`src/cfg_regs_pkg.sv`:
```
// Constants for the configuration register bank
package cfg_regs_pkg;
    // ==========================================================
    // Register indexes
    localparam logic [7:0] IDX_PAR_CTRL  = 8'h04;
    localparam logic [7:0] IDX_PWR_PIN   = 8'h06;
    localparam logic [7:0] IDX_CLK_UART  = 8'h07;
    localparam logic [7:0] IDX_CHIP_ID   = 8'h08;
    localparam logic [7:0] IDX_ADV_CFG   = 8'h09;
    // ==========================================================
    // Reset values
    localparam logic [7:0] RST_PAR_CTRL  = 8'h00;
    localparam logic [7:0] RST_PWR_PIN   = 8'h00;
    localparam logic [7:0] RST_CLK_UART  = 8'h00;
    localparam logic [7:0] RST_ADV_CFG   = 8'hC0;
    // Writable bits; the rest are status or reserved
    localparam logic [7:0] WMASK_CLK_UART = 8'h9F;
    localparam logic [7:0] WMASK_ADV_CFG  = 8'hE7;
    // ==========================================================
    // Field positions
    localparam int PCR_POL       = 5;
    localparam int PCR_ODRAIN    = 6;
    localparam int PMC_FDC_TRI   = 1;
    localparam int PMC_UART_TRI  = 2;
    localparam int PMC_ECP_DMA   = 3;
    localparam int PMC_PWR_PINS  = 4;
    localparam int PMC_LOCK      = 5;
    localparam int PMC_PAR_TRI   = 6;
    localparam int TUP_CLK_DIV   = 0;
    localparam int TUP_HI_RATE   = 1;
    localparam int TUP_UART1_DIV = 3;
    localparam int TUP_PD_STAT   = 5;
    localparam int TUP_IDLE_STAT = 6;
    localparam int TUP_IDLE_MASK = 7;
    localparam int ASC_IRQ5_RATE = 0;
    localparam int ASC_DRV23     = 1;
    localparam int ASC_TAPE      = 2;
    localparam int ASC_PNF       = 3;
    localparam int ASC_MODE_LO   = 6;
    // ==========================================================
    // Counts
    localparam int BAUD_DIV_STD  = 13;
    localparam int BAUD_DIV_MIDI = 12;
    localparam logic [1:0] STRAP_WAIT = 2'h2;
    // Blocked parallel inputs: BUSY, PE, SLCT, ACK, ERR
    localparam logic [4:0] PAR_IN_BLOCKED  = 5'h13;
    // Blocked UART inputs: SIN, CTS, DSR, DCD, RI
    localparam logic [4:0] UART_IN_BLOCKED = 5'h1F;
    localparam logic [1:0] MODE_ILLEGAL    = 2'h2;
endpackage

```
`src/cfg_regs.sv`:
```
// Configuration register bank: parallel irq, power and pin muxing, clocks, id
//
// Function
// - Parallel polarity bit set inverts the parallel interrupt line.
// - Open-drain bit set makes the interrupt line pull low or float only.
// - Power and pin register sits at index 06h, resets to zero.
// - Floppy tri-state with floppy powered down floats outputs, blocks inputs except disk change.
// - UART tri-state floats a powered-down UART and blocks its inputs high.
// - ECP DMA bit selects real acknowledge/request or ack=1 and floated request.
// - Power-pin enable swaps motor1/drive1 pins to inactive/power-down indicators.
// - Selective lock is sticky until reset and freezes the clock-divide bit.
// - Parallel tri-state floats parallel outputs and blocks inputs when disabled or chip powered down.
// - Clock/UART register at 07h resets zero except latched and status bits.
// - Clock-select strap latched at reset; set halves clock, floppy too unless high-rate.
// - High-rate with divide set runs floppy on undivided clock.
// - Each UART divisor bit picks divide by 13 or by 12.
// - Two status bits always mirror floppy power-down and inactive states.
// - Inactive mask bit drives the inactive pin low when configured.
// - Read-only identification register at index 08h.
// - Irq5 select makes pin open-drain rate copy, parallel uses irq7.
// - Drive-2/3 select outputs combined select, drive-2 presence read as 1.
// - Tape support makes drive-id inputs and assumes ATA 16-bit select.
// - Printer/floppy bit mirrors detect pin, reads 1 when floppy down.
// - System mode bits at 09h reset to 11; 10 is illegal.
`timescale 1ns/1ps
module cfg_regs #(
    parameter logic [7:0] CHIP_ID   = 8'h5A, // Arbitrary identification value
    parameter int         FDC_IN_W  = 4,
    parameter int         FDC_OUT_W = 6
) (
    input  wire logic                 i_clk_sys,
    input  wire logic                 i_nrst,
    // Index/data configuration port
    input  wire logic                 i_cfg_wr,
    input  wire logic                 i_cfg_rd,
    input  wire logic                 i_cfg_data_sel,
    input  wire logic [7:0]           i_cfg_wdata,
    output logic      [7:0]           o_cfg_rdata,
    output logic                      o_cfg_lock,
    output logic      [7:0]           o_par_ctrl,
    output logic      [1:0]           o_sys_mode,
    output logic                      o_sys_mode_illegal,
    // Internal state from the functions
    input  wire logic                 i_par_irq,
    input  wire logic                 i_par_irq_sel5,
    input  wire logic                 i_par_disabled,
    input  wire logic                 i_chip_pd,
    input  wire logic                 i_fdc_pd,
    input  wire logic                 i_fdc_idle,
    input  wire logic [1:0]           i_uart_pd,
    input  wire logic                 i_ecp_dma_req,
    input  wire logic                 i_motor_1_enable,
    input  wire logic                 i_drive_1_select,
    input  wire logic                 i_drive23_access,
    input  wire logic                 i_rate_bit0_output,
    // Pins in
    input  wire logic                 i_pin_clock_divide_select,
    input  wire logic                 i_pin_ecp_dma_acknowledge,
    input  wire logic                 i_pin_printer_floppy_detect,
    input  wire logic                 i_pin_drive2_present_input,
    input  wire logic                 i_pin_ata_16bit_chip_select,
    input  wire logic [1:0]           i_pin_drive_id,
    input  wire logic                 i_pin_disk_change,
    input  wire logic [FDC_IN_W-1:0]  i_pin_fdc_in,
    input  wire logic [4:0]           i_pin_uart1_in,
    input  wire logic [4:0]           i_pin_uart2_in,
    input  wire logic [4:0]           i_pin_par_in,
    // Pins out
    output logic                      o_irq5_out,
    output logic                      o_irq5_oe,
    output logic                      o_irq7_out,
    output logic                      o_irq7_oe,
    output logic                      o_ecp_dma_request_out,
    output logic                      o_ecp_dma_request_oe,
    output logic                      o_pin43_out,
    output logic                      o_pin45_out,
    output logic                      o_pin49_out,
    output logic                      o_pin49_oe,
    output logic                      o_fdc_out_oe,
    output logic      [1:0]           o_uart_out_oe,
    output logic                      o_par_out_oe,
    // Gated inputs toward the functions
    output logic                      o_ecp_dma_ack_int,
    output logic                      o_ident_int,
    output logic                      o_drive2_present_int,
    output logic                      o_ata_16bit_int,
    output logic      [1:0]           o_drive_id_int,
    output logic                      o_tape_full_support,
    output logic                      o_disk_change_int,
    output logic      [FDC_IN_W-1:0]  o_fdc_in_int,
    output logic      [4:0]           o_uart1_in_int,
    output logic      [4:0]           o_uart2_in_int,
    output logic      [4:0]           o_par_in_int,
    // Clock enables
    output logic                      o_mod_clk_en,
    output logic                      o_fdc_clk_en,
    output logic      [1:0]           o_baud_clk_en
);
    // ==========================================================
    // Pin synchronisers
    localparam int SW = 9 + FDC_IN_W + 15;

    logic [SW-1:0] pin_meta_reg;
    logic [SW-1:0] pin_sync_reg;
    wire  [SW-1:0] pin_raw = {i_pin_clock_divide_select, i_pin_ecp_dma_acknowledge,
                              i_pin_printer_floppy_detect, i_pin_drive2_present_input,
                              i_pin_ata_16bit_chip_select, i_pin_drive_id, i_pin_disk_change,
                              i_pin_fdc_in, i_pin_uart1_in, i_pin_uart2_in, i_pin_par_in,
                              1'b0};

    always_ff @(posedge i_clk_sys or negedge i_nrst) begin
        if (!i_nrst) begin
            pin_meta_reg <= '0;
            pin_sync_reg <= '0;
        end else begin
            pin_meta_reg <= pin_raw;
            pin_sync_reg <= pin_meta_reg;
        end
    end

    wire                s_clk_sel   = pin_sync_reg[SW-1];
    wire                s_dma_ack   = pin_sync_reg[SW-2];
    wire                s_pnf       = pin_sync_reg[SW-3];
    wire                s_drive2_present_input      = pin_sync_reg[SW-4];
    wire                s_ata16     = pin_sync_reg[SW-5];
    wire [1:0]          s_drive_id  = pin_sync_reg[SW-6 -: 2];
    wire                s_dskchg    = pin_sync_reg[SW-8];
    wire [FDC_IN_W-1:0] s_fdc_in    = pin_sync_reg[SW-9 -: FDC_IN_W];
    wire [4:0]          s_uart1_in  = pin_sync_reg[15:11];
    wire [4:0]          s_uart2_in  = pin_sync_reg[10:6];
    wire [4:0]          s_par_in    = pin_sync_reg[5:1];

    // ==========================================================
    // Register port decode
    function automatic logic hit(input logic [7:0] idx, input logic [7:0] want);
        hit = (idx == want);
    endfunction

    logic [7:0] index_reg;
    logic [7:0] pcr_reg;
    logic [7:0] pmc_reg;
    logic [7:0] tup_reg;
    logic [7:0] asc_reg;
    logic [1:0] strap_cnt_reg;
    logic       strap_done_reg;

    wire data_wr  = i_cfg_wr & i_cfg_data_sel;
    wire wr_pcr   = data_wr & hit(index_reg, cfg_regs_pkg::IDX_PAR_CTRL);
    wire wr_pmc   = data_wr & hit(index_reg, cfg_regs_pkg::IDX_PWR_PIN);
    wire wr_tup   = data_wr & hit(index_reg, cfg_regs_pkg::IDX_CLK_UART);
    wire wr_asc   = data_wr & hit(index_reg, cfg_regs_pkg::IDX_ADV_CFG);
    wire lock     = pmc_reg[cfg_regs_pkg::PMC_LOCK];
    wire strap_ld = !strap_done_reg && (strap_cnt_reg == cfg_regs_pkg::STRAP_WAIT);

    // Lock is sticky: a write can only set it; other bits write freely
    wire [7:0] pmc_next = i_cfg_wdata | {2'h0, lock, 5'h00};
    // Clock-divide bit frozen under lock, the other writable bits still land
    wire [7:0] tup_wmask = cfg_regs_pkg::WMASK_CLK_UART & {7'h7F, ~lock};
    wire [7:0] tup_next  = (tup_reg & ~tup_wmask) | (i_cfg_wdata & tup_wmask);
    wire [7:0] asc_next  = i_cfg_wdata & cfg_regs_pkg::WMASK_ADV_CFG;

    always_ff @(posedge i_clk_sys or negedge i_nrst) begin
        if (!i_nrst) begin
            index_reg      <= 8'h00;
            pcr_reg        <= cfg_regs_pkg::RST_PAR_CTRL;
            pmc_reg        <= cfg_regs_pkg::RST_PWR_PIN;
            tup_reg        <= cfg_regs_pkg::RST_CLK_UART;
            asc_reg        <= cfg_regs_pkg::RST_ADV_CFG;
            strap_cnt_reg  <= 2'h0;
            strap_done_reg <= 1'b0;
        end else begin
            if (i_cfg_wr && !i_cfg_data_sel)
                index_reg <= i_cfg_wdata;
            if (wr_pcr)
                pcr_reg <= i_cfg_wdata;
            if (wr_pmc)
                pmc_reg <= pmc_next;
            if (wr_asc)
                asc_reg <= asc_next;
            // Strap waits for the synchroniser to fill before it is caught
            if (!strap_done_reg)
                strap_cnt_reg <= strap_cnt_reg + 2'h1;
            if (strap_ld) begin
                strap_done_reg <= 1'b1;
                tup_reg[cfg_regs_pkg::TUP_CLK_DIV] <= s_clk_sel;
            end else if (wr_tup) begin
                tup_reg <= tup_next;
            end
        end
    end

    // ==========================================================
    // Read-back
    wire       pnf_bit  = i_fdc_pd | s_pnf;
    wire [7:0] tup_read = {tup_reg[7], i_fdc_idle, i_fdc_pd, tup_reg[4:0]};
    wire [7:0] asc_read = {asc_reg[7:5], 1'b0, pnf_bit, asc_reg[2:0]};
    wire [7:0] data_read =
        hit(index_reg, cfg_regs_pkg::IDX_PAR_CTRL) ? pcr_reg  :
        hit(index_reg, cfg_regs_pkg::IDX_PWR_PIN)  ? pmc_reg  :
        hit(index_reg, cfg_regs_pkg::IDX_CLK_UART) ? tup_read :
        hit(index_reg, cfg_regs_pkg::IDX_CHIP_ID)  ? CHIP_ID  :
        hit(index_reg, cfg_regs_pkg::IDX_ADV_CFG)  ? asc_read : 8'h00;

    always_ff @(posedge i_clk_sys or negedge i_nrst) begin
        if (!i_nrst)
            o_cfg_rdata <= 8'h00;
        else if (i_cfg_rd)
            o_cfg_rdata <= i_cfg_data_sel ? data_read : index_reg;
    end

    assign o_cfg_lock         = lock;
    assign o_par_ctrl         = pcr_reg;
    assign o_sys_mode         = asc_reg[cfg_regs_pkg::ASC_MODE_LO +: 2];
    assign o_sys_mode_illegal = (o_sys_mode == cfg_regs_pkg::MODE_ILLEGAL);

    // ==========================================================
    // Parallel interrupt pins
    wire irq_lvl   = i_par_irq ^ pcr_reg[cfg_regs_pkg::PCR_POL];
    wire od        = pcr_reg[cfg_regs_pkg::PCR_ODRAIN];
    wire irq5_rate = asc_reg[cfg_regs_pkg::ASC_IRQ5_RATE];
    wire use5      = i_par_irq_sel5 & ~irq5_rate;
    wire irq_out   = od ? 1'b0 : irq_lvl;
    wire irq_oe    = od ? ~irq_lvl : 1'b1;

    assign o_irq5_out = irq5_rate ? 1'b0 : irq_out;
    assign o_irq5_oe  = irq5_rate ? ~i_rate_bit0_output : (use5 & irq_oe);
    assign o_irq7_out = irq_out;
    assign o_irq7_oe  = ~use5 & irq_oe;

    // ==========================================================
    // Pin muxing and power-down gating
    wire ecp_dma  = pmc_reg[cfg_regs_pkg::PMC_ECP_DMA];
    wire pwr_pins = pmc_reg[cfg_regs_pkg::PMC_PWR_PINS];
    wire fdc_blk  = pmc_reg[cfg_regs_pkg::PMC_FDC_TRI] & i_fdc_pd;
    wire par_blk  = pmc_reg[cfg_regs_pkg::PMC_PAR_TRI] & (i_par_disabled | i_chip_pd);
    wire idle_pin = i_fdc_idle & ~tup_reg[cfg_regs_pkg::TUP_IDLE_MASK];
    wire drv23    = asc_reg[cfg_regs_pkg::ASC_DRV23];
    wire tape     = asc_reg[cfg_regs_pkg::ASC_TAPE];

    assign o_ecp_dma_ack_int     = ecp_dma ? s_dma_ack : 1'b1;
    assign o_ecp_dma_request_out = i_ecp_dma_req;
    assign o_ecp_dma_request_oe  = ecp_dma;
    assign o_ident_int           = 1'b1;
    assign o_pin43_out           = pwr_pins ? idle_pin : i_motor_1_enable;
    assign o_pin45_out           = pwr_pins ? i_fdc_pd : i_drive_1_select;
    assign o_pin49_out           = ~i_drive23_access;
    assign o_pin49_oe            = drv23;
    assign o_drive2_present_int  = drv23 ? 1'b1 : s_drive2_present_input;
    assign o_ata_16bit_int       = tape ? 1'b1 : s_ata16;
    assign o_drive_id_int        = tape ? s_drive_id : 2'h0;
    assign o_tape_full_support   = tape;
    // Disk change stays live so media swaps are seen during power-down
    assign o_disk_change_int     = s_dskchg;
    assign o_fdc_out_oe          = ~fdc_blk;
    assign o_fdc_in_int          = fdc_blk ? {FDC_IN_W{1'b1}} : s_fdc_in;
    assign o_par_out_oe          = ~par_blk;
    assign o_par_in_int          = par_blk ? cfg_regs_pkg::PAR_IN_BLOCKED : s_par_in;

    wire [1:0] uart_blk = {2{pmc_reg[cfg_regs_pkg::PMC_UART_TRI]}} & i_uart_pd;
    assign o_uart_out_oe  = ~uart_blk;
    assign o_uart1_in_int = uart_blk[0] ? cfg_regs_pkg::UART_IN_BLOCKED : s_uart1_in;
    assign o_uart2_in_int = uart_blk[1] ? cfg_regs_pkg::UART_IN_BLOCKED : s_uart2_in;

    // ==========================================================
    // Clock enables
    logic mod_phase_reg;
    wire  clk_div = tup_reg[cfg_regs_pkg::TUP_CLK_DIV];
    wire  hi_rate = tup_reg[cfg_regs_pkg::TUP_HI_RATE];

    always_ff @(posedge i_clk_sys or negedge i_nrst) begin
        if (!i_nrst)
            mod_phase_reg <= 1'b0;
        else
            mod_phase_reg <= clk_div & ~mod_phase_reg;
    end

    assign o_mod_clk_en = ~clk_div | mod_phase_reg;
    assign o_fdc_clk_en = (clk_div & hi_rate) | o_mod_clk_en;

    // Baud prescalers run on the module rate, one per UART
    genvar u;
    generate
        for (u = 0; u < 2; u++) begin : g_baud
            logic [3:0] cnt_reg;
            wire  [3:0] last = tup_reg[cfg_regs_pkg::TUP_UART1_DIV + u]
                               ? 4'(cfg_regs_pkg::BAUD_DIV_MIDI - 1)
                               : 4'(cfg_regs_pkg::BAUD_DIV_STD - 1);
            wire        wrap = o_mod_clk_en && (cnt_reg >= last);
            always_ff @(posedge i_clk_sys or negedge i_nrst) begin
                if (!i_nrst)
                    cnt_reg <= 4'h0;
                else if (o_mod_clk_en)
                    cnt_reg <= wrap ? 4'h0 : cnt_reg + 4'h1;
            end
            assign o_baud_clk_en[u] = wrap;
        end
    endgenerate
endmodule // cfg_regs

```
`config.mk`:
```
export PLATFORM = sky130hd
export DESIGN_NAME = cfg_regs
export DESIGN_NICKNAME = d
export VERILOG_FILES = /design/src/cfg_regs_pkg.sv /design/src/cfg_regs.sv
export SDC_FILE = /design/constraint.sdc
export NUM_CORES = 1
export LEC_CHECK = 0
export BUFFER_PORTS_ARGS = -buffer_cell sky130_fd_sc_hd__buf_2
export CAP_MARGIN = 15
export CELL_PAD_IN_SITES_DETAIL_PLACEMENT = 0
export CELL_PAD_IN_SITES_GLOBAL_PLACEMENT = 2
export CORE_MARGIN = 8
export CORE_UTILIZATION = 30
export CTS_CLUSTER_DIAMETER = 100
export CTS_CLUSTER_SIZE = 40
export DETAILED_ROUTE_END_ITERATION = 6
export GPL_TIMING_DRIVEN = 1
export PLACE_DENSITY = 0.72
export SETUP_SLACK_MARGIN = 0.05
export SLEW_MARGIN = 20
export SYNTH_ARGS = -nofsm -noshare
export SYNTH_HDL_FRONTEND = slang
export SYNTH_SLANG_ARGS = --single-unit
```
`constraint.sdc`:
```
create_clock -name i_clk_sys -period 1.8 [get_ports i_clk_sys]
set_input_delay 0.27 -clock i_clk_sys [delete_from_list [all_inputs] [get_ports i_clk_sys]]
set_output_delay 0.27 -clock i_clk_sys [all_outputs]
set_load 0.01 [all_outputs]
```
Word-level counts from Yosys, hierarchy flattened. Cells that the tools add are included.

Add/sub/neg operators: 3. Equality and inequality tests: 7. Bitwise logic cells: 37. Reduce and logical (&&, ||, !) cells: 8. Muxes and demuxes: 26. $lt $le $gt $ge: 2.

Operator list (count): 8-bit 2-to-1 mux (6); 8-bit by 3-bit equality test with 1-bit output, second input constant (3); 8-bit AND (2); 8-bit by 4-bit equality test with 1-bit output, second input constant (2); 5-bit 2-to-1 mux (3); 1-bit AND (13); 4-bit 2-to-1 mux (3); 1-bit NOT (12); 1-bit 2-to-1 mux (11); 4-bit by 1-bit adder with 4-bit output, second input constant (2); 4-bit >= comparator (2); 8-bit NOT (1); 8-bit by 6-bit OR with 8-bit output (1); 8-bit OR (1); 3-bit 2-to-1 mux (2); 2-bit equality test, second input constant (2); 1-bit logical AND (4); 1-bit OR (4); 2-bit by 1-bit adder with 2-bit output, second input constant (1); 2-bit AND (1); 1-bit logical NOT (2); 2-bit 2-to-1 mux (1); 2-bit NOT (1); 2-bit AND reduction (1); 2 further kinds (2).

Input port bits: 53. Bits in registers: 112.

Depth between registers and ports, before layout.
Depth after elaboration: 7. Gate-level depth with buffers: 7. Depth with buffers taken out: 6.

Worst setup path after synthesis. Ideal clock, no wire load.

Path kind: register -> register. From: reg index_reg[5]. To: reg tup_reg[1]. Setup time: 125 ps. Arrival: 1777 ps. Stages on the path, launching flop included: 5. Period minus slack after synthesis: 1902 ps. Path slack: -102 ps. Cells stage by stage: dfrtp_1 > or4_1 > buf_2 > nor4b_4 > mux2_2.

Longest elaborated chain between the ends: 3.

RTL lines: start: declaration (RTL line cfg_regs.sv:139) `logic [7:0] index_reg;`; start signal: assignment (RTL line cfg_regs.sv:173) `index_reg <= i_cfg_wdata;`; 8-bit by 3-bit equality test with 1-bit output (RTL line cfg_regs.sv:136) `hit = (idx == want);`; 1-bit AND (RTL line cfg_regs.sv:150) `wire wr_tup = data_wr & hit(index_reg, cfg_regs_pkg::IDX_CLK_UART);`; 2-bit AND reduction (no source line); end signal: assignment (RTL line cfg_regs.sv:167) `tup_reg <= cfg_regs_pkg::RST_CLK_UART;`; end signal: indexed assignment (RTL line cfg_regs.sv:185) `tup_reg[cfg_regs_pkg::TUP_CLK_DIV] <= s_clk_sel;`; end signal: assignment (RTL line cfg_regs.sv:187) `tup_reg <= tup_next;`; end: declaration (RTL line cfg_regs.sv:142) `logic [7:0] tup_reg;`.

Every way passes these cells. A chain may end at the register's enable or synchronous reset.

Worst setup path in the final report.
From: reg tup_reg[3]. To: out o_baud_clk_en[0].

Longest elaborated chain between the ends: 3.

RTL lines: 3-bit 2-to-1 mux (RTL line cfg_regs.sv:286) `? 4'(cfg_regs_pkg::BAUD_DIV_MIDI - 1)`; 4-bit >= comparator (RTL line cfg_regs.sv:288) `wire wrap = o_mod_clk_en && (cnt_reg >= last);`; 1-bit logical AND (RTL line cfg_regs.sv:288); end: declaration (RTL line cfg_regs.sv:97) `output logic [1:0] o_baud_clk_en`.

Every way passes these cells.

==> flow_summary.json <==
{
  "root_buffer": "clkbuf_16",
  "yosys.cell_types.count": 43,
  "power_mw": 6.57,
  "yosys_register_bits": 110,
  "required_ps": 1530,
  "fin_skew_ps": 6.10,
  "power_leakage_nw": 2.89,
  "port-buffer-count": 114,
  "maxCapViolCount": 0,
  "synth_async_sr_flop_share": 1.00,
  "status": "finished, violations left",
  "cts_buffer_depth": 2,
  "syn_inst": 373,
  "fin_ws_ps": -274,
  "synth_edf_count": 0,
  "synth_ff_type": "dfrtp_1",
  "synth_area_leaders": "dfrtp_1 61%, mux2_2 6.4%, o21ai_0 5.0%",
  "fin_util": 0.411,
  "hold_class": "in -> reg",
  "switching_share": 0.287,
  "nets": 582,
  "reg2reg_to": "tup_reg[7]",
  "power.density_nw_per_um2": 1100,
  "cts_tree": "done",
  "fin_crit_sh": 1.15,
  "initial_core_util": 0.306,
  "first_global_vias": 3525,
  "grt_max_degree": 42,
  "p_sw_mw": 1.88,
  "clkSlewWorstSetupHoldPaths_ps": 70,
  "pwr-share-comb": 0.234,
  "worstHoldStart": "i_pin_printer_floppy_detect",
  "hold_end": "pin_meta_reg[25]",
  "seq_power_share": 0.451,
  "die-area_um2": 18900,
  "clock_power_share": 0.315,
  "drc_errors": 0,
  "reg2reg_from": "index_reg[7]",
  "rrSetupSlack_ps": -60,
  "vias": 3214,
  "drt-total-wl_mm": 11.9,
  "routabilityCongestion": 0.777,
  "fp.dieH_um": 138,
  "violations": "setup timing",
  "initialDrtViolationCount": 111,
  "drive_above_1_share": 0.423,
  "ys_seq_area_frac": 0.622,
  "grt_pass1_wl_mm": 18.8,
  "rsz0062_at_grt": "true",
  "worstSetupPathType": "reg -> out",
  "setup-violations-final": 5,
  "intPower_mw": 4.68,
  "hpwlAfterDp_mm": 9.05,
  "syn2layout_area_growth_pct": 34.4,
  "die_width_um": 138,
  "fmax_mhz": 482,
  "reg2reg_depth": 4,
  "insertion_delay_ps": 350,
  "cts_sinks": 110,
  "cp-end-kind": "output port",
  "yosysTopAreaCell": "dfrtp_1",
  "worstPathMaxFanout": 4,
  "synth.cell_area_um2": 4430,
  "finalCriticalPeriod_ps": 2070,
  "hold_viol": 0,
  "start_kind": "flop",
  "yosysWarnings": 0,
  "min_path_cells": 1,
  "coreArea_um2": 14500,
  "numCtsBuffers": 9,
  "arrival_ps": 1800,
  "wl_per_cell_um": 16.7,
  "synth_top_cell_area_share": 0.610,
  "stdcell_area_um2": 5950,
  "viasPerCell": 4.53,
  "ir_drop_mv": 0.575,
  "cts_max_level": 3,
  "maxSlewViolCount": 0,
  "fp-row-count": 44,
  "dpl_cell_area_um2": 5370,
  "dr.pass1.iters": 4,
  "syn_nets": 435,
  "pin_count": 118,
  "drtAntennaViolNets": 0,
  "avgSynthCellArea_um2": 11.9,
  "antenna_found_initial": 1,
  "grtUsageTotal": 0.131,
  "diodes": 0,
  "grt-ovfl-total": 0
}
[layer usage]
layer | global-route usage | vias up | routed length, µm
met5 | 0 | - | 8
met1 | 0.163 | 1541 | 5440
li1 | - | 1576 | -
met4 | 0.0435 | 2 | 125
met2 | 0.207 | 85 | 5520
met3 | 0.0478 | 10 | 775
[worst max-delay path by stage]
stage,start,end,slack [ps]
global route,tup_reg[3],o_baud_clk_en[0],-350
finish,tup_reg[3],o_baud_clk_en[0],-270
CTS,tup_reg[3],o_baud_clk_en[0],-320
global placement,index_reg[4],flop,-150
floorplan,index_reg[5],tup_reg[1],-60
detailed placement,index_reg[4],pmc_reg[7],-200
[placed cells by master (no fill, tap or decap), types with 3 or more instances in the layout]
| cell | synthesis | final |
|---|---|---|
| a31oi_1 | 4 | 4 |
| ha_1 | 9 | 8 |
| inv_1 | 17 | 14 |
| o21ai_0 | 44 | 39 |
| mux2_2 | 25 | 20 |
| nand2b_1 | 27 | 24 |
| xor2_1 | 3 | 3 |
| o21ai_1 | 0 | 3 |
| a21oi_1 | 9 | 9 |
| buf_2 | 1 | 113 |
| nor3_1 | 4 | 4 |
| a21o_1 | 6 | 6 |
| or2_2 | 3 | 3 |
| buf_4 | 6 | 32 |
| nand3_1 | 7 | 5 |
| mux2_4 | 0 | 5 |
| inv_2 | 1 | 3 |
| and2_1 | 6 | 6 |
| dfrtp_1 | 108 | 107 |
| clkbuf_16 | 0 | 9 |
| nand2_1 | 29 | 27 |
| buf_6 | 0 | 5 |
| nor2b_1 | 6 | 6 |
| a22oi_1 | 9 | 9 |
| xnor2_1 | 4 | 4 |
| nor2_1 | 8 | 8 |
[critical path, cell delays in order, from the launching register on]
cell and delay [ps]:
dfrtp_1 420, ha_1 290, nand2b_4 130, a21o_1 140
a21o_1 170, and3_1 180, buf_2 130
[through the flow]
step	setup TNS, ps	hold WS (ps)	instances	setup WS [ps]
after floorplan	-261	-25.6	373	-60.0
after global placement	-1520	236	681	-146
after detailed placement	-2180	241	681	-201
after CTS	-687	5.48	706	-319
after global routing	-1060	2.16	709	-346
final	-646	21.2	709	-274
[final cells by class]
class                      instances  area [µm²]
fill                            1405        8520
timing repair buffer             153         912
clock buffer                      11         253
multi-input combinational        228        1670
clock inverter                     5        63.8
inverter                          18        70.1
tap                              184         230
sequential                       110        2760
[Yosys cell counts (6+ instances only)]
cell      count
nor2b_1       6
nand3_1       7
inv_1        17
a21oi_1       9
dfrtp_1     108
and2_1        6
mux2_2       25
clkbuf_1      9
nor2_1        8
ha_1          9
nand2b_1     27
buf_4         6
nand2_1      29
a21o_1        6
a22oi_1       9
o21ai_0      44
[power by group through the flow]
stage	clock network, mW	logic (mW)	registers, mW
after CTS	2.14	1.50	2.96
after global routing	2.24	1.73	3.00
after floorplan	0	0.745	2.97
final	2.07	1.54	2.96
after global placement	0	1.27	3.01
after detailed placement	0	1.30	3.01
[kinds of logic after synthesis]
logic type / count (synthesis) / share of synthesized area
flip-flops: 110 / 0.622
AND/OR/NAND/NOR: 105 / 0.132
AO/OA/AOI/OAI: 80 / 0.105
buffers and inverters: 35 / 0.0350
multiplexers: 26 / 0.0658
adder cells (fa/ha/maj): 9 / 0.0254
XOR/XNOR: 7 / 0.0138
other: 1 / 0.000846
[repair_timing]
action | in CTS | in global routing
pin swaps | 8 | 5
hold endpoints to repair | 28 | 0
resized for setup | 20 | 20
hold buffers | 1 | 0
setup buffers | 8 | 3
setup endpoints to repair | 34 | 36
(Power assumes the default switching activity.)
